$ cat config.mk
export PLATFORM = sky130hd
export DESIGN_NAME = host_serial_slave_memory_port_flat
export DESIGN_NICKNAME = d
export VERILOG_FILES = /design/src/shared/host_link_pkg.sv /design/src/shared/host_link_if.sv /design/src/rtl/host_serial_slave_memory_port.sv /design/src/flat_wrapper.sv
export SDC_FILE = /design/constraint.sdc
export NUM_CORES = 1
export LEC_CHECK = 0
export BUFFER_PORTS_ARGS = -buffer_cell sky130_fd_sc_hd__buf_2
export CAP_MARGIN = 20
export CORE_ASPECT_RATIO = 0.8
export CORE_MARGIN = 2
export CORE_UTILIZATION = 60
export CTS_CLUSTER_DIAMETER = 150
export CTS_CLUSTER_SIZE = 25
export DETAILED_ROUTE_END_ITERATION = 8
export GPL_TIMING_DRIVEN = 0
export PLACE_DENSITY = 0.89
export SKIP_CTS_REPAIR_TIMING = 1
export SLEW_MARGIN = 25
export SYNTH_ARGS = -nofsm -noshare
export SYNTH_HDL_FRONTEND = slang
export SYNTH_SLANG_ARGS = --single-unit
$ cat constraint.sdc
create_clock -name aclk -period 3.6 [get_ports aclk]
set_input_delay 0 -clock aclk [delete_from_list [all_inputs] [get_ports aclk]]
set_output_delay 0 -clock aclk [all_outputs]
set_load 0.05 [all_outputs]
$ cat src/shared/host_link_pkg.sv
// constants shared by both ends of the host serial memory port
package host_link_pkg;
    // device: byte index in a frame
    localparam logic [2:0]  BYTE_ADDR_HI   = 3'h0;
    localparam logic [2:0]  BYTE_CMD       = 3'h2;
    localparam logic [2:0]  BYTE_STATUS    = 3'h3;
    localparam logic [2:0]  BYTE_DATA0     = 3'h4;
    localparam logic [2:0]  BYTE_SAT       = 3'h7;
    localparam logic [2:0]  BIT_LAST       = 3'h7;
    localparam int          CMD_RW_BIT     = 7;
    localparam int          CMD_QUIET_BIT  = 6;
    localparam logic [6:0]  CMD_NULL_LOW   = 7'h00;
    // device: config and status fields
    localparam int          CFG_PROTECT_BIT = 3;
    localparam int          CFG_ENABLE_BIT  = 4;
    localparam int          STAT_PARITY_BIT = 0;
    localparam int          STAT_ERROR_BIT  = 1;
    localparam logic [15:0] STATUS_ADDR     = 16'h2708;
    localparam logic [15:0] CONFIG_ADDR     = 16'h270C;
    localparam logic [7:0]  CMD_REG_ADDR    = 8'hFD;
    localparam logic [15:0] OPEN_LO         = 16'h0400;
    localparam logic [15:0] OPEN_HI         = 16'h040F;
    // host: AXI4-Lite register map
    localparam logic [3:0]  REG_TX      = 4'h0;
    localparam logic [3:0]  REG_STATUS  = 4'h4;
    localparam logic [3:0]  REG_DIV     = 4'h8;
    localparam int          TX_END_BIT  = 8;
    localparam int          ST_BUSY_BIT = 8;
    localparam logic [7:0]  DIV_RESET   = 8'h04;
    localparam logic [1:0]  RESP_OKAY   = 2'b00;
    localparam logic [1:0]  RESP_SLVERR = 2'b10;
endpackage

$ cat src/shared/host_link_if.sv
// serial link between the host controller and the device memory port
`timescale 1ns/1ps
interface host_link_if;
    logic select_n;
    logic sclk;
    logic mosi;
    logic miso;
    logic miso_oe_n;
    logic miso_line;

    // pulled high while the device floats its output
    assign miso_line = miso_oe_n ? 1'b1 : miso;

    modport device (input select_n, input sclk, input mosi, output miso, output miso_oe_n);
    modport host   (output select_n, output sclk, output mosi, input miso_line);
endinterface

$ cat src/rtl/host_serial_slave_memory_port.sv
// device end: serial slave port into the external data memory space
//
// Functional notes
// - deselected: reset, float, ignore
// - start at first rising clock
// - address, command, status, data
// - host raises select to end
// - multi-byte: skip x0000000 commands
// - single byte: command, interrupt
// - command msb: read or write
// - no address in single byte
// - status of previous frame out
// - error: not ready, partial byte
// - address steps per data byte
// - eight clocks per byte
// - protect: writes only 0x400..0x40F
// - host asks processor instead
// - protect on config bit 3
// - config bit 4 clear disables
// - reset restores serial pins
// - 16-bit external memory space
// - quiet writes skip notification
// - flash read and program (not implemented: the port reaches only the 16-bit data memory)
//
// Decided for this implementation: the AXI4-Lite register port.
`timescale 1ns/1ps
module host_serial_slave_memory_port (
    input  wire logic        aclk,
    input  wire logic        aresetn,
    host_link_if.device      link,
    input  wire logic [7:0]  config_byte,
    input  wire logic        device_ready,
    output logic      [15:0] mem_addr,
    output logic      [7:0]  mem_wdata,
    output logic             mem_we,
    output logic             mem_re,
    input  wire logic [7:0]  mem_rdata,
    output logic      [7:0]  host_command_byte,
    output logic      [7:0]  host_link_status,
    output logic             command_irq,
    output logic             write_irq,
    output logic             serial_pin_mode
);

    function automatic logic write_allowed(input logic prot, input logic [15:0] a);
        write_allowed = !prot || (a >= host_link_pkg::OPEN_LO && a <= host_link_pkg::OPEN_HI);
    endfunction

    ////////////////////
    // input synchronisers and edge detection

    logic       sel_s1_ff, sel_s2_ff, sel_s3_ff;
    logic       ck_s1_ff, ck_s2_ff, ck_s3_ff;
    logic       di_s1_ff, di_s2_ff;
    logic       enabled;
    logic       active;
    logic       rise;
    logic       fall;
    logic       frame_end;
    logic       byte_done;
    logic [7:0] byte_in;

    always_ff @(posedge aclk) begin
        if (!aresetn) begin
            sel_s1_ff <= 1'b1;
            sel_s2_ff <= 1'b1;
            sel_s3_ff <= 1'b1;
            ck_s1_ff  <= 1'b0;
            ck_s2_ff  <= 1'b0;
            ck_s3_ff  <= 1'b0;
            di_s1_ff  <= 1'b0;
            di_s2_ff  <= 1'b0;
        end else begin
            sel_s1_ff <= link.select_n;
            sel_s2_ff <= sel_s1_ff;
            sel_s3_ff <= sel_s2_ff;
            ck_s1_ff  <= link.sclk;
            ck_s2_ff  <= ck_s1_ff;
            ck_s3_ff  <= ck_s2_ff;
            di_s1_ff  <= link.mosi;
            di_s2_ff  <= di_s1_ff;
        end
    end

    assign enabled   = config_byte[host_link_pkg::CFG_ENABLE_BIT];
    assign active    = !sel_s2_ff && enabled;
    assign rise      = active && ck_s2_ff && !ck_s3_ff;
    assign fall      = active && !ck_s2_ff && ck_s3_ff;
    assign frame_end = !sel_s3_ff && (sel_s2_ff || !enabled);

    ////////////////////
    // bit and byte framing

    logic [2:0]  bit_cnt_ff;
    logic [2:0]  byte_cnt_ff;
    logic [7:0]  rx_ff;
    logic [7:0]  first_byte_ff;
    logic [7:0]  cmd_byte_ff;
    logic [15:0] addr_ff;
    logic        parity_ff;
    logic        not_ready_ff;

    assign byte_in   = {rx_ff[6:0], di_s2_ff};
    assign byte_done = rise && bit_cnt_ff == host_link_pkg::BIT_LAST;

    always_ff @(posedge aclk) begin
        if (!aresetn || !active) begin
            bit_cnt_ff  <= 3'h0;
            byte_cnt_ff <= 3'h0;
            rx_ff       <= 8'h00;
        end else if (rise) begin
            bit_cnt_ff <= bit_cnt_ff + 3'h1;
            rx_ff      <= byte_in;
            if (byte_done && byte_cnt_ff != host_link_pkg::BYTE_SAT) begin
                byte_cnt_ff <= byte_cnt_ff + 3'h1;
            end
        end
    end

    always_ff @(posedge aclk) begin
        if (!aresetn || !active) begin
            parity_ff    <= 1'b0;
            not_ready_ff <= 1'b0;
        end else begin
            if (rise && di_s2_ff) begin
                parity_ff <= !parity_ff;
            end
            if (!device_ready) begin
                not_ready_ff <= 1'b1;
            end
        end
    end

    always_ff @(posedge aclk) begin
        if (!aresetn) begin
            first_byte_ff <= 8'h00;
            cmd_byte_ff   <= 8'h00;
            addr_ff       <= 16'h0000;
        end else if (byte_done) begin
            if (byte_cnt_ff == host_link_pkg::BYTE_ADDR_HI) begin
                first_byte_ff <= byte_in;
                addr_ff       <= {byte_in, addr_ff[7:0]};
            end else if (byte_cnt_ff == host_link_pkg::BYTE_ADDR_HI + 3'h1) begin
                addr_ff <= {addr_ff[15:8], byte_in};
            end else if (byte_cnt_ff == host_link_pkg::BYTE_CMD) begin
                cmd_byte_ff <= byte_in;
                if (byte_in[host_link_pkg::CMD_RW_BIT]) begin
                    addr_ff <= addr_ff + 16'h0001;
                end
            end else if (byte_cnt_ff >= host_link_pkg::BYTE_DATA0 || is_read) begin
                addr_ff <= addr_ff + 16'h0001;
            end
        end
    end

    ////////////////////
    // memory access

    logic        is_read;
    logic        rd_pend_ff;
    logic [7:0]  rd_data_ff;

    assign is_read = cmd_byte_ff[host_link_pkg::CMD_RW_BIT];

    always_ff @(posedge aclk) begin
        if (!aresetn) begin
            mem_addr  <= 16'h0000;
            mem_wdata <= 8'h00;
            mem_we    <= 1'b0;
            mem_re    <= 1'b0;
            write_irq <= 1'b0;
        end else begin
            mem_we    <= 1'b0;
            mem_re    <= 1'b0;
            write_irq <= 1'b0;
            if (byte_done && byte_cnt_ff == host_link_pkg::BYTE_CMD && byte_in[host_link_pkg::CMD_RW_BIT]) begin
                mem_addr <= addr_ff;
                mem_re   <= 1'b1;
            end else if (byte_done && byte_cnt_ff >= host_link_pkg::BYTE_STATUS && is_read) begin
                mem_addr <= addr_ff;
                mem_re   <= 1'b1;
            end else if (byte_done && byte_cnt_ff >= host_link_pkg::BYTE_DATA0 && !is_read) begin
                if (write_allowed(config_byte[host_link_pkg::CFG_PROTECT_BIT], addr_ff)) begin
                    mem_addr  <= addr_ff;
                    mem_wdata <= byte_in;
                    mem_we    <= 1'b1;
                    write_irq <= !cmd_byte_ff[host_link_pkg::CMD_QUIET_BIT];
                end
            end
        end
    end

    always_ff @(posedge aclk) begin
        if (!aresetn) begin
            rd_pend_ff <= 1'b0;
            rd_data_ff <= 8'h00;
        end else begin
            rd_pend_ff <= mem_re;
            if (rd_pend_ff) begin
                rd_data_ff <= mem_rdata;
            end
        end
    end

    ////////////////////
    // serial output

    logic [7:0] tx_ff;
    logic       miso_ff;
    logic       oe_n_ff;

    always_ff @(posedge aclk) begin
        if (!aresetn || !active) begin
            tx_ff <= 8'h00;
        end else if (byte_done && byte_cnt_ff == host_link_pkg::BYTE_CMD) begin
            tx_ff <= host_link_status;
        end else if (byte_done && byte_cnt_ff >= host_link_pkg::BYTE_STATUS && is_read) begin
            tx_ff <= rd_data_ff;
        end else if (fall) begin
            tx_ff <= {tx_ff[6:0], 1'b0};
        end
    end

    always_ff @(posedge aclk) begin
        if (!aresetn || !active) begin
            miso_ff <= 1'b0;
            oe_n_ff <= 1'b1;
        end else begin
            oe_n_ff <= 1'b0;
            if (fall) begin
                miso_ff <= tx_ff[7];
            end
        end
    end

    assign link.miso      = miso_ff;
    assign link.miso_oe_n = oe_n_ff;

    ////////////////////
    // end of frame: command register, status, interrupt

    logic single_byte;
    logic multi_byte;

    assign single_byte = byte_cnt_ff == 3'h1 && bit_cnt_ff == 3'h0;
    assign multi_byte  = byte_cnt_ff >= host_link_pkg::BYTE_STATUS;

    always_ff @(posedge aclk) begin
        if (!aresetn) begin
            host_command_byte <= 8'h00;
            command_irq       <= 1'b0;
        end else begin
            command_irq <= 1'b0;
            if (frame_end && single_byte) begin
                host_command_byte <= first_byte_ff;
                command_irq       <= 1'b1;
            end else if (frame_end && multi_byte && cmd_byte_ff[6:0] != host_link_pkg::CMD_NULL_LOW) begin
                host_command_byte <= cmd_byte_ff;
                command_irq       <= 1'b1;
            end
        end
    end

    always_ff @(posedge aclk) begin
        if (!aresetn) begin
            host_link_status <= 8'h00;
        end else if (frame_end) begin
            host_link_status <= 8'h00;
            host_link_status[host_link_pkg::STAT_PARITY_BIT] <= parity_ff;
            host_link_status[host_link_pkg::STAT_ERROR_BIT]  <= not_ready_ff || bit_cnt_ff != 3'h0;
        end
    end

    always_ff @(posedge aclk) begin
        if (!aresetn) begin
            serial_pin_mode <= 1'b1;
        end else begin
            serial_pin_mode <= enabled;
        end
    end

endmodule

$ cat src/flat_wrapper.sv
// flat-port wrapper written by rule: the top's interface ports become plain ports
module host_serial_slave_memory_port_flat 
  (aclk, aresetn, config_byte, device_ready, mem_addr, mem_wdata, mem_we, mem_re, mem_rdata, host_command_byte, host_link_status, command_irq, write_irq, serial_pin_mode, link_select_n, link_sclk, link_mosi, link_miso, link_miso_oe_n);
  host_link_if link_i ();
  input  wire logic aclk;
  input  wire logic aresetn;
  input  wire logic [7:0] config_byte;
  input  wire logic device_ready;
  output logic      [15:0] mem_addr;
  output logic      [7:0] mem_wdata;
  output logic mem_we;
  output logic mem_re;
  input  wire logic [7:0] mem_rdata;
  output logic      [7:0] host_command_byte;
  output logic      [7:0] host_link_status;
  output logic command_irq;
  output logic write_irq;
  output logic serial_pin_mode;
  input wire logic [$bits(link_i.select_n)-1:0] link_select_n;
  input wire logic [$bits(link_i.sclk)-1:0] link_sclk;
  input wire logic [$bits(link_i.mosi)-1:0] link_mosi;
  output wire logic [$bits(link_i.miso)-1:0] link_miso;
  output wire logic [$bits(link_i.miso_oe_n)-1:0] link_miso_oe_n;
  assign link_i.select_n = link_select_n;
  assign link_i.sclk = link_sclk;
  assign link_i.mosi = link_mosi;
  assign link_miso = link_i.miso;
  assign link_miso_oe_n = link_i.miso_oe_n;
  host_serial_slave_memory_port u_core (.aclk(aclk), .aresetn(aresetn), .link(link_i), .config_byte(config_byte), .device_ready(device_ready), .mem_addr(mem_addr), .mem_wdata(mem_wdata), .mem_we(mem_we), .mem_re(mem_re), .mem_rdata(mem_rdata), .host_command_byte(host_command_byte), .host_link_status(host_link_status), .command_irq(command_irq), .write_irq(write_irq), .serial_pin_mode(serial_pin_mode));
endmodule
**After elaboration in Yosys (flattened, before gate mapping)**

Index checks and enable logic that the tools add are counted.

- Logic and storage cells: 127
- RAM bits: 0
- Output and inout port bits: 47
- Bits in latches: 0
- Register bits: 113
- Bits in read-only memories: 0
- Memories: 0
- Input bits: 22

- Multiply operators: 0
- Shift operators: 0
- Magnitude comparators: 4
- Equality and inequality tests: 7
- Bitwise operators: 7
- Multiplexer cells: 20
- Reductions and logical operators: 55
- Add/sub/neg operators: 3
- Divide/modulo/power cells: 0

Operator list:

| cell | count |
|---|---|
| $mux 16 | 9 |
| $mux 8 | 5 |
| $logic_and 1x1->1 | 20 |
| $reduce_bool 3->1 | 6 |
| $add 16x1->16 const B | 1 |
| $ge 16x11->1 const B | 1 |
| $le 16x11->1 const B | 1 |
| $reduce_and 4->1 | 4 |
| $logic_not 1->1 | 11 |
| $not 1->1 | 7 |
| $reduce_bool 7->1 | 1 |
| $add 3x1->3 const B | 2 |
| $logic_not 3->1 | 2 |
| $mux 1 | 6 |
| $reduce_and 2->1 | 3 |
| $logic_or 1x1->1 | 5 |
| $reduce_or 5->1 | 1 |
| $reduce_or 4->1 | 1 |
| $eq 3x1->1 const B | 1 |
| $eq 3x2->1 const B | 1 |
| $eq 3x3->1 const B | 1 |
| $ge 3x2->1 const B | 1 |
| $ge 3x3->1 const B | 1 |
| $ne 3x1->1 const B | 1 |
| other kinds (4) | 4 |

**Longest topological paths before layout**

Gate-level depths: netlist of run 1.

- Depth after elaboration: 10
- Gate-level depth with buffers: 9

**Worst setup path after synthesis of run 1**

Ideal clock, no wire load.

- Path kind: reg-to-reg
- Start: register u_core.byte_cnt_ff[0]
- End: register u_core.cmd_byte_ff[0]
- Slack: 1.662 ns
- Cell stages (with the launch flop): 8
- Library setup time: 0.128 ns
- Clock period less this slack: 1.938 ns
- Data required time: 3.472 ns
- Arrival: 1.811 ns
- Path buffers: 1
- Path through: dfxtp_1 inv_1 ha_1 clkbuf_1 o21bai_1 nand3_1 mux2i_1 nor2_1

- Cells in the longest elaborated chain, start to end: 3

Ends and longest elaborated chain:

| element | line | source |
|---|---|---|
| start, declared | host_serial_slave_memory_port.sv:95 | `logic [2:0] byte_cnt_ff;` |
| start signal, assigned | host_serial_slave_memory_port.sv:115 | `byte_cnt_ff <= byte_cnt_ff + 3'h1;` |
| $eq 3x1->1 / $logic_not 3->1 (equally long branches) | host_serial_slave_memory_port.sv:143, host_serial_slave_memory_port.sv:140 |  |
| $not 1->1 (no line) | - |  |
| $reduce_and 4->1 (no line) * | - |  |
| end signal, assigned | host_serial_slave_memory_port.sv:146 | `cmd_byte_ff <= byte_in;` |
| end, declared | host_serial_slave_memory_port.sv:98 | `logic [7:0] cmd_byte_ff;` |

Mark *: on every way between the ends. The rest lies on a longest branch, timed or not.
A chain may end at the register's enable or synchronous reset.

**Final worst setup path of run 1**

- Start: register u_core.byte_cnt_ff[0]
- End: register u_core.cmd_byte_ff[1]

The elaborated chain is that of the path after synthesis.

==> metrics, run 1 <==
Main synth FF type dfxtp_1; # clock sinks roughly 110; number of diodes 0; Internal 0.00227 W; Die Footprint about 8900 sq um; VDD IR-drop max 475 uV; Die Ht 84.6 microns; Synth top area share 0.464; startpoint types flip-flop; Sequential Power Share 0.426; cell taking the most area after synthesis dfxtp_1; area of the multi-input gates 2390 sq um; Hold Slack -26.6 ps; DR WL/cell roughly 17 microns; Final Non-Filler Cells around 760; status finished with violations; Clock Path Buffers 2; fmax 0.373 GHz; Die Width ~100 microns; Max Cap Viol 0; Post-DRT Antenna Nets 0; Rows 29; Async SR Flop Fraction 0; area delta synth->final 23.3%; Critical Path Sink Type flip-flop; CTS clk-pin slew, worst paths ~60 ps; register area share after synthesis 0.464; largest family of logic cells by synthesized area simple AND/OR/NAND/NOR gates; Post-synth EDFFs 0; instance count of the mapped netlist 543; initial antenna violation count 0; switching portion of total power 0.231; drt pass-1 iters 8; post-synthesis simple-gate area fraction 0.203; met1 Use GR 0.366; Final period util 0.745; LEAKAGE about 2.4 nW; class of the worst hold path input port to flip-flop; wire length of the first global-routing pass a little over 20 mm; Seq cells post-synth 113; Max Slew Vio Count 0; total wire length between 10 and 15 mm; Netlist Area Pre-Place around 4900 sq um; NetSw approximately 0.00068 W; DR vias around 4500; post-layout util 0.759; Core Region roughly 8000 sq um; arrival time at the worst endpoint around 3100 ps; worst-case clock skew between 8 and 9 ps; Starting Density 0.616; Worst Setup Slack, final 917 ps; Max H-tree Level 4; detailed-route DRC error count 0; syn avg cell area ~9 sq um; largest net degree at the start of global routing 17; Logic pwr share 0.027; vias in the first global route 4340; CTS tree yes; Overflow after GRT 0; Critical Path RT ~4000 ps; Hold Vio Cnt, Final 2; RSZ-0062 raised after global routing no; Compound-Gate Fraction of Synth Area 0.137; # nets final 668; pre-CTS setup slack approximately 1200 ps; synth top area cells dfxtp_1 46%, mux2i_1 11%, nand2_1 6.4%; share of post-route cells with drive strength above 1 0.165; post-layout instance area ~6000 sq um; failing checks negative hold slack; CP Max Fanout 8; PwrDens between 400 and 500 nW/um^2; Worst-Margin Slew 808 ps; IO Pins 69; global routing usage on met3 0.0885; post-synthesis mux area share 0.113; warnings from Yosys 0; placer congestion estimate roughly 0.9; grt peak-use layer met2; initial DRC count 535; Root Driver clkbuf_8; Cells after DPL ~710; met2 Use GR 0.485; Post-Synth Adder-Cell Area 0.0283; relative slew slack 0.457; Final setup viols 0; Cell variety after synth between 50 and 60; Post-Synth XOR/XNOR Area 0.00539; clock share of power 0.548; post-route minimum period 2680 ps; Seq. cell area 2260 sq um; routed vias/inst 6.02; WS Path Type flip-flop to flip-flop; port bufs between 50 and 60; Num CTS Buffers 17; Fillers 568; Area after DPL between 5000 and 6000 sq um; Clock Latency Late Sink about 530 ps; All-Layer GR Usage 0.296; Fin Setup TNS 0 ps; DP HPWL about 8.3 mm
==> critical path, stage by stage, from the launching register on <==
cell,delay [ps]
dfxtp_1,440
inv_1,120
ha_1,210
clkbuf_1,210
o21bai_1,620
nand3_1,550
mux2i_1,340
nor2_1,70
==> path summary, 6_finish.rpt <==
kind / from / end / slack [ps] / cells past startpoint
min: aresetn / u_core.sel_s1_ff / -30 / 2
min reg2reg: u_core.sel_s1_ff / u_core.sel_s2_ff / 410 / 1
max: u_core.byte_cnt_ff[0] / u_core.cmd_byte_ff[1] / 920 / 7
max reg2reg: u_core.byte_cnt_ff[0] / u_core.cmd_byte_ff[1] / 920 / 7
==> registers in the layout, summed over array words and instances (netlist names), 2 cells and up <==
register / flops
u_core.mem_addr: 16
u_core.rx_ff: 7
u_core.tx_ff: 8
u_core.bit_cnt_ff: 3
u_core.addr_ff: 16
u_core.mem_wdata: 8
u_core.byte_cnt_ff: 3
u_core.first_byte_ff: 8
u_core.rd_data_ff: 8
u_core.host_link_status: 2
u_core.cmd_byte_ff: 8
u_core.host_command_byte: 8
==> cells by family (layout without fill, tap and decap cells) <==
group                      after synthesis  in the layout
adders and majority gates               11             11
xor gates and xnor gates                 3              3
other                                    1              6
muxes                                   55             55
AOI/OAI and AO/OA                       98             98
and+or+nand+nor                        214            214
DFF                                    113            113
buffers and inverters                   48            148
==> per-layer routing <==
metal	share of wire	vias up	wire [microns]
li1	-	2071	-
met1	0.39	2142	5210
met2	0.48	277	6290
met3	0.095	58	1250
met4	0.034	0	442
met5	0	-	0
==> cells in the final DEF, fill, tap and decap left out, types with 5 or more instances in the layout <==
cell,n
a21oi_1,30
dfxtp_1,113
and2_1,12
conb_1,6
a211oi_1,12
nand3_1,14
buf_2,58
a222oi_1,6
o21ai_0,7
nand2b_1,8
dlygate4sd3_1,13
nor2b_1,5
nor3_1,8
mux2i_1,55
inv_1,10
o21ai_1,8
clkbuf_1,24
clkbuf_16,16
buf_4,8
ha_1,11
nor2_1,62
nand2_1,83
==> final cells by class <==
cell class | instances | share of cell area
multi-input cells | 387 | 0.398
well taps | 108 | 0.0225
flip-flops and latches | 113 | 0.377
clock inverters | 15 | 0.0267
clock buffers | 17 | 0.0690
inverters | 11 | 0.00688
plain buffers | 37 | 0.0327
repair buffers | 68 | 0.0675
==> power groups by stage <==
| stage | registers, W | logic (W) | clock network [W] |
|---|---|---|---|
| floorplan | 0.00129 | 0.0000407 | 0 |
| global placement | 0.00129 | 0.0000644 | 0 |
| detailed placement | 0.00129 | 0.0000654 | 0 |
| CTS | 0.00126 | 0.0000659 | 0.00163 |
| global route | 0.00126 | 0.0000832 | 0.00169 |
| finish | 0.00126 | 0.0000784 | 0.00162 |
==> through the flow <==
stage                     hold slack, ps  total power [W]
final                              -26.6          0.00296
after global routing                23.9          0.00303
after CTS                           -365          0.00295
after detailed placement             187          0.00135
after global placement               181          0.00135
after floorplan                     95.9          0.00133
==> cell usage after synthesis (2+ instances only) <==
cell type and count:
a211oi_1 12, a21o_1 2, a21oi_1 30, a221oi_1 3
a222oi_1 6, a22oi_1 3, a31oi_1 4, and2_1 12
buf_2 3, buf_4 8, clkbuf_1 24, dfxtp_1 113
ha_1 11, inv_1 10, mux2i_1 55, nand2_1 83
nand2b_1 8, nand3_1 14, nand3b_1 3, nand4_1 3
nand4b_1 2, nor2_1 62, nor2b_1 5, nor3_1 8
nor4_1 4, o211a_1 2, o21a_1 2, o21ai_0 7
o21ai_1 8, o21bai_1 3, o22ai_1 3, o31ai_1 3
xnor2_1 2
(Power assumes the default switching activity.)
==> run 2: changes to the inputs <==
- CORE_UTILIZATION: 60 -> 57
- PLACE_DENSITY: 0.89 -> 0.85
- clock period: 3.6 -> 2.5 ns (I/O delays scaled with it)
==> run 2 against run 1 <==
  * The flow still finishes with violations (negative hold slack)
  * Power up 42%
  * Count of clock-buffer cells in the layout up 3
  * First-iteration DRC count down 2.6%
  * Worst setup slack worse by 780 ps
  * Flip-flop and latch count unchanged
  * Non-clock buffer count unchanged
  * Clock power up 41%
  * Sequential power up 44%
  * Critical path depth unchanged
  * Clock skew down 1.5 ps
==> metrics, run 2 (synthesized netlist as in run 1, its figures left out) <==
Largest regs u_core.addr_ff x16, u_core.mem_addr x16 (unchanged); Worst Setup Slack, final 135 ps (was 917 ps); CP max-delay cell nor3_1 (was o21bai_1); clock share of power 0.541 (was 0.548); CP Max Fanout 6 (was 8); most frequent cells in the layout 113 x dfxtp_1, 83 x nand2_1, 62 x nor2_1, 58 x buf_2, 55 x mux2i_1 (unchanged); detailed-route DRC error count 0 (unchanged); Rows 30 (was 29); Die Width 107 microns (was 105 microns); DR vias 4472 (was 4548); initial antenna violation count 0 (unchanged); LEAKAGE 2.40 nW (was 2.41 nW); Clock Latency Late Sink 530 ps (about the same); switching portion of total power 0.229 (was 0.231); initial DRC count 521 (was 535); Internal 0.00324 W (was 0.00227 W); IO Pins 69 (unchanged); post-route minimum period 2360 ps (was 2680 ps); class of the worst hold path input port to flip-flop (unchanged); area delta synth->final 23.6% (was 23.3%); DR WL/cell 17.0 microns (was 17.5 microns); Die Footprint 9310 sq um (was 8860 sq um); most common cell after layout, fill and taps aside dfxtp_1 (unchanged); Hold Vio Cnt, Final 1 (was 2); Final setup viols 0 (unchanged); most frequent CP cell ha_1; # clock sinks 113 (unchanged); total wire length 12.9 mm (was 13.2 mm); largest net degree at the start of global routing 17 (unchanged); number of diodes 0 (unchanged); share of post-route cells with drive strength above 1 0.171 (was 0.165); wire length of the first global-routing pass 19.9 mm (was 20.7 mm); PwrDens 698 nW/um^2 (was 492 nW/um^2); Power, Total 0.00420 W (was 0.00296 W); NetSw 0.000963 W (was 0.000683 W); Core Region 8410 sq um (was 7910 sq um); Starting Density 0.579 (was 0.616); Max H-tree Level 4 (unchanged); CTS tree yes (unchanged); All-Layer GR Usage 0.276 (was 0.296); arrival time at the worst endpoint 2830 ps (was 3080 ps); Max Slew Vio Count 0 (unchanged); relative slew slack 0.467 (was 0.457); placer congestion estimate 0.913 (was 0.914); crit path cell chain ha_1 > ha_1 > a211oi_2 > nand2b_1 > nor3_1 > a222oi_1 > nor2_1 (was inv_1 > ha_1 > clkbuf_1 > o21bai_1 > nand3_1 > mux2i_1 > nor2_1); Die Ht 86.7 microns (was 84.6 microns); VDD IR-drop max 500 uV (was 475 uV); Final period util 0.946 (was 0.745); CTS clk-pin slew, worst paths 60 ps (about the same); port bufs 55 (unchanged); Critical Path Sink Type flip-flop (unchanged); DP HPWL 8.28 mm (was 8.34 mm); Sequential Power Share 0.432 (was 0.426); fmax 0.423 GHz (was 0.373 GHz); Critical Path RT 2960 ps (was 3990 ps); Max stage delay on crit path 700 ps (was 620 ps); vias in the first global route 4064 (was 4340); Max Cap Viol 0 (unchanged); Post-DRT Antenna Nets 0 (unchanged); Root Driver clkbuf_8 (unchanged); drt pass-1 iters 7 (was 8); Num CTS Buffers 17 (unchanged); Fillers 637 (was 568); # nets final 668 (unchanged); WS Path Type flip-flop to flip-flop (unchanged); status finished with violations (unchanged); failing checks negative hold slack (unchanged); RSZ-0062 raised after global routing no (unchanged); pre-CTS setup slack 11.2 ps (was 1170 ps); Logic pwr share 0.027 (about the same); routed vias/inst 5.88 (was 6.02); Clock Path Buffers 2 (unchanged); Worst-Margin Slew 794 ps (was 808 ps); startpoint types flip-flop (unchanged); Overflow after GRT 0 (unchanged); Hold Slack -28.8 ps (was -26.6 ps); worst-case clock skew 6.59 ps (was 8.06 ps)
## run 2: cell count changes in the layout (fill, tap and decap cells not counted), moves of 2 or more
cell	previous run	this run
clkbuf_8	1	4
clkinv_4	4	2
clkinvlp_4	2	7
inv_6	4	0
## run 2: through the flow
| step | hold WS (ps) | cell area [sq um] | std cells | setup TNS (ps) | util |
|---|---|---|---|---|---|
| 2_1_floorplan | 95.9 | 4890 | 548 | 0 | - |
| 3_3_place_gp | 182 | 5310 | 715 | 0 | 0.631 |
| 3_5_place_dp | 186 | 5310 | 715 | 0 | 0.631 |
| 4_1_cts | -357 | 5870 | 747 | -483 | 0.698 |
| 5_1_grt | 22.3 | 6020 | 760 | 0 | 0.716 |
| 6_report | -28.8 | 6020 | 760 | 0 | 0.716 |
## run 2: worst max-delay path: cells and delay by family, from the launching register on
family | cells | cell delay [ps]
fa+ha+maj | 2 | 430
compound gates | 2 | 280
flops | 1 | 460
simple gates | 3 | 1130
## run 2: power by group through the flow
stage	sequential, W	combinational (W)	clock, W
6_report	0.00181	0.000113	0.00228
5_1_grt	0.00181	0.000120	0.00234
4_1_cts	0.00181	0.0000951	0.00227
3_5_place_dp	0.00185	0.0000945	0
3_3_place_gp	0.00185	0.0000931	0
2_1_floorplan	0.00186	0.0000586	0
## run 2: layer usage
layer | share of wire | track usage | up-vias
met5 | 0 | 0 | -
met1 | 0.41 | 0.360 | 2114
met3 | 0.088 | 0.0579 | 41
met2 | 0.47 | 0.451 | 244
li1 | - | - | 2073
met4 | 0.026 | 0.111 | 0
## run 2: final timing paths
check	from	endpoint	slack, ps	cells after the start
worst max-delay path	u_core.byte_cnt_ff[0]	u_core.tx_ff[7]	140	7
worst min-delay path	aresetn	u_core.sel_s1_ff	-30	2
worst max register to register	u_core.byte_cnt_ff[0]	u_core.tx_ff[7]	140	7
worst min register to register	u_core.sel_s1_ff	u_core.sel_s2_ff	400	1
## run 2: area by class of cell
type	count	area, sq um	area share
buffer	37	196	0.0326
clock buffer	20	455	0.0757
clock inverter	12	110	0.0183
inverter	11	41.3	0.00686
multi-input combinational	387	2410	0.400
sequential	113	2260	0.376
tap	112	140	0.0233
timing repair buffer	68	405	0.0673
==> run 3: changes to the inputs <==
- CTS_BUF_LIST: not set -> sky130_fd_sc_hd__clkbuf_16
- MAX_ROUTING_LAYER: not set -> met4
==> run 3 against run 2 <==
  * The flow now finishes without violations
  * First-iteration DRC count shrank 18%
  * Fmax decreased by 1.7%
  * Sequential share of layout area is 0.28 points lower
==> metrics, run 3 (synthesized netlist as in run 1, its figures left out) <==
status complete, no violations (was finished with violations); DP HPWL 8.30 mm (was 8.28 mm); detailed-route DRC error count 0 (unchanged); # nets final 668 (unchanged); RSZ-0062 raised after global routing no (unchanged); Root Driver clkbuf_16 (was clkbuf_8); Fillers 629 (was 637); worst-case clock skew 7.51 ps (was 6.59 ps); routed vias/inst 5.91 (was 5.88); share of post-route cells with drive strength above 1 0.168 (was 0.171); LEAKAGE 2.44 nW (was 2.40 nW); Post-DRT Antenna Nets 0 (unchanged); Hold Crit Start aresetn (unchanged); Cells after DPL 715 (unchanged); IO Pins 69 (unchanged); class of the worst hold path input port to flip-flop (unchanged); # clock sinks 113 (unchanged); Max H-tree Level 4 (unchanged); Die Ht 86.7 microns (unchanged); Clock Latency Late Sink 410 ps (was 530 ps); Worst Reg-to-Reg Cells 7 (unchanged); number of diodes 0 (unchanged); port bufs 55 (unchanged); Final Non-Filler Cells 759 (was 760); Critical Path Sink Type flip-flop (unchanged); Num CTS Buffers 17 (unchanged); Rows 30 (unchanged); Die Width 107 microns (unchanged); fmax 0.416 GHz (was 0.423 GHz); PwrDens 732 nW/um^2 (was 698 nW/um^2); Power, Total 0.00444 W (was 0.00420 W); CTS clk-pin slew, worst paths 50 ps (was 60 ps); Final setup viols 0 (unchanged); Largest regs u_core.addr_ff x16, u_core.mem_addr x16 (unchanged); Clock Path Buffers 2 (unchanged); Hold Crit Depth 2 (unchanged); initial DRC count 425 (was 521); wire length of the first global-routing pass 19.7 mm (was 19.9 mm); Die Footprint 9310 sq um (unchanged); pre-CTS setup slack 24.6 ps (was 11.2 ps); Critical Path RT 2770 ps (was 2960 ps); R2R Path End u_core.cmd_byte_ff[7] (was u_core.tx_ff[7]); startpoint types flip-flop (unchanged); Max Cap Viol 0 (unchanged); CTS tree yes (unchanged); relative slew slack 0.496 (was 0.467); All-Layer GR Usage 0.284 (was 0.276); Overflow after GRT 0 (unchanged); placer congestion estimate 0.944 (was 0.913); VDD IR-drop max 427 uV (was 500 uV); Worst Setup Slack, final 93.8 ps (was 135 ps); Reg2Reg Setup Slack 90 ps (was 140 ps); largest net degree at the start of global routing 17 (unchanged); vias in the first global route 3997 (was 4064); arrival time at the worst endpoint 2680 ps (was 2830 ps); Starting Density 0.579 (unchanged); WS Path Type flip-flop to flip-flop (unchanged); post-route minimum period 2410 ps (was 2360 ps); total wire length 12.8 mm (was 12.9 mm); Endpoint, Worst Hold u_core.sel_s1_ff (unchanged); DR WL/cell 16.9 microns (was 17.0 microns); most frequent cells in the layout 113 x dfxtp_1, 83 x nand2_1, 62 x nor2_1, 58 x buf_2, 55 x mux2i_1 (unchanged); Worst-Margin Slew 756 ps (was 794 ps); reg-to-reg critical path startpoint u_core.byte_cnt_ff[0] (unchanged); Core Region 8410 sq um (unchanged); area delta synth->final 24.5% (was 23.6%); Max Slew Vio Count 0 (unchanged); Hold Vio Cnt, Final 0 (was 1); drt pass-1 iters 9 (was 7); most common cell after layout, fill and taps aside dfxtp_1 (unchanged); CP Max Fanout 8 (was 6); DR vias 4483 (was 4472); Final period util 0.962 (was 0.946); initial antenna violation count 0 (unchanged)
[run 3: cell types whose count changed in the layout (fill, tap and decap cells not counted), sizes merged]
| cell | previous run | this run |
|---|---|---|
| clkinv | 5 | 8 |
| bufinv | 1 | 4 |
| inv | 10 | 11 |
| clkinvlp | 7 | 2 |
| clkbuf | 44 | 41 |
[run 3: worst max path at each step]
| stage | startpoint | end | slack [ps] | cells after the start |
|---|---|---|---|---|
| after floorplan | u_core.byte_cnt_ff[0] | u_core.cmd_byte_ff[0] | 560 | 7 |
| after global placement | u_core.byte_cnt_ff[0] | u_core.cmd_byte_ff[6] | 100 | 7 |
| after detailed placement | u_core.byte_cnt_ff[0] | u_core.cmd_byte_ff[1] | 20 | 7 |
| after CTS | u_core.byte_cnt_ff[0] | u_core.cmd_byte_ff[7] | -100 | 7 |
| after global routing | u_core.byte_cnt_ff[0] | u_core.cmd_byte_ff[7] | 20 | 7 |
| final | u_core.byte_cnt_ff[0] | u_core.cmd_byte_ff[7] | 90 | 7 |
[run 3: area by class of cell]
class	count	area, sq um	share of cell area
clock buffer	17	425	0.0701
inverter	11	41.3	0.00681
sequential	113	2260	0.373
multi-input combinational	387	2400	0.396
tap	112	140	0.0231
timing repair buffer	68	405	0.0668
buffer	37	196	0.0324
clock inverter	14	190	0.0314
[run 3: per-stage QoR]
stage,area [sq um],util,hold WS [ps],TNS [ps]
2_1_floorplan,4890,-,95.9,0
3_3_place_gp,5310,0.631,182,0
3_5_place_dp,5310,0.631,184,0
4_1_cts,5920,0.704,-235,-407
5_1_grt,6060,0.721,113,0
6_report,6060,0.721,110,0
[run 3: layer usage]
| metal | vias to the layer above | GRT usage | part of all wire | wire (microns) |
|---|---|---|---|---|
| met5 | - | - | 0 | 0 |
| met4 | 0 | 0.152 | 0.034 | 436 |
| met3 | 57 | 0.0707 | 0.082 | 1050 |
| met2 | 247 | 0.435 | 0.47 | 5990 |
| met1 | 2102 | 0.347 | 0.42 | 5350 |
| li1 | 2077 | - | - | - |
[run 3: report_power, final]
| part | internal [W] | total, W | switching [W] |
|---|---|---|---|
| clock | 0.00166 | 0.00251 | 0.000851 |
| combinational | 0.0000385 | 0.000115 | 0.0000761 |
| sequential | 0.00181 | 0.00181 | 0.00000467 |
| total | 0.00351 | 0.00444 | 0.000931 |
[run 3: critical path, cell delays in order (launching register included)]
cell and delay, ps:
dfxtp_1 470, inv_1 100, ha_1 200, clkbuf_1 200, o21bai_2 420, nand3_1 470
mux2i_1 330, nor2_1 70
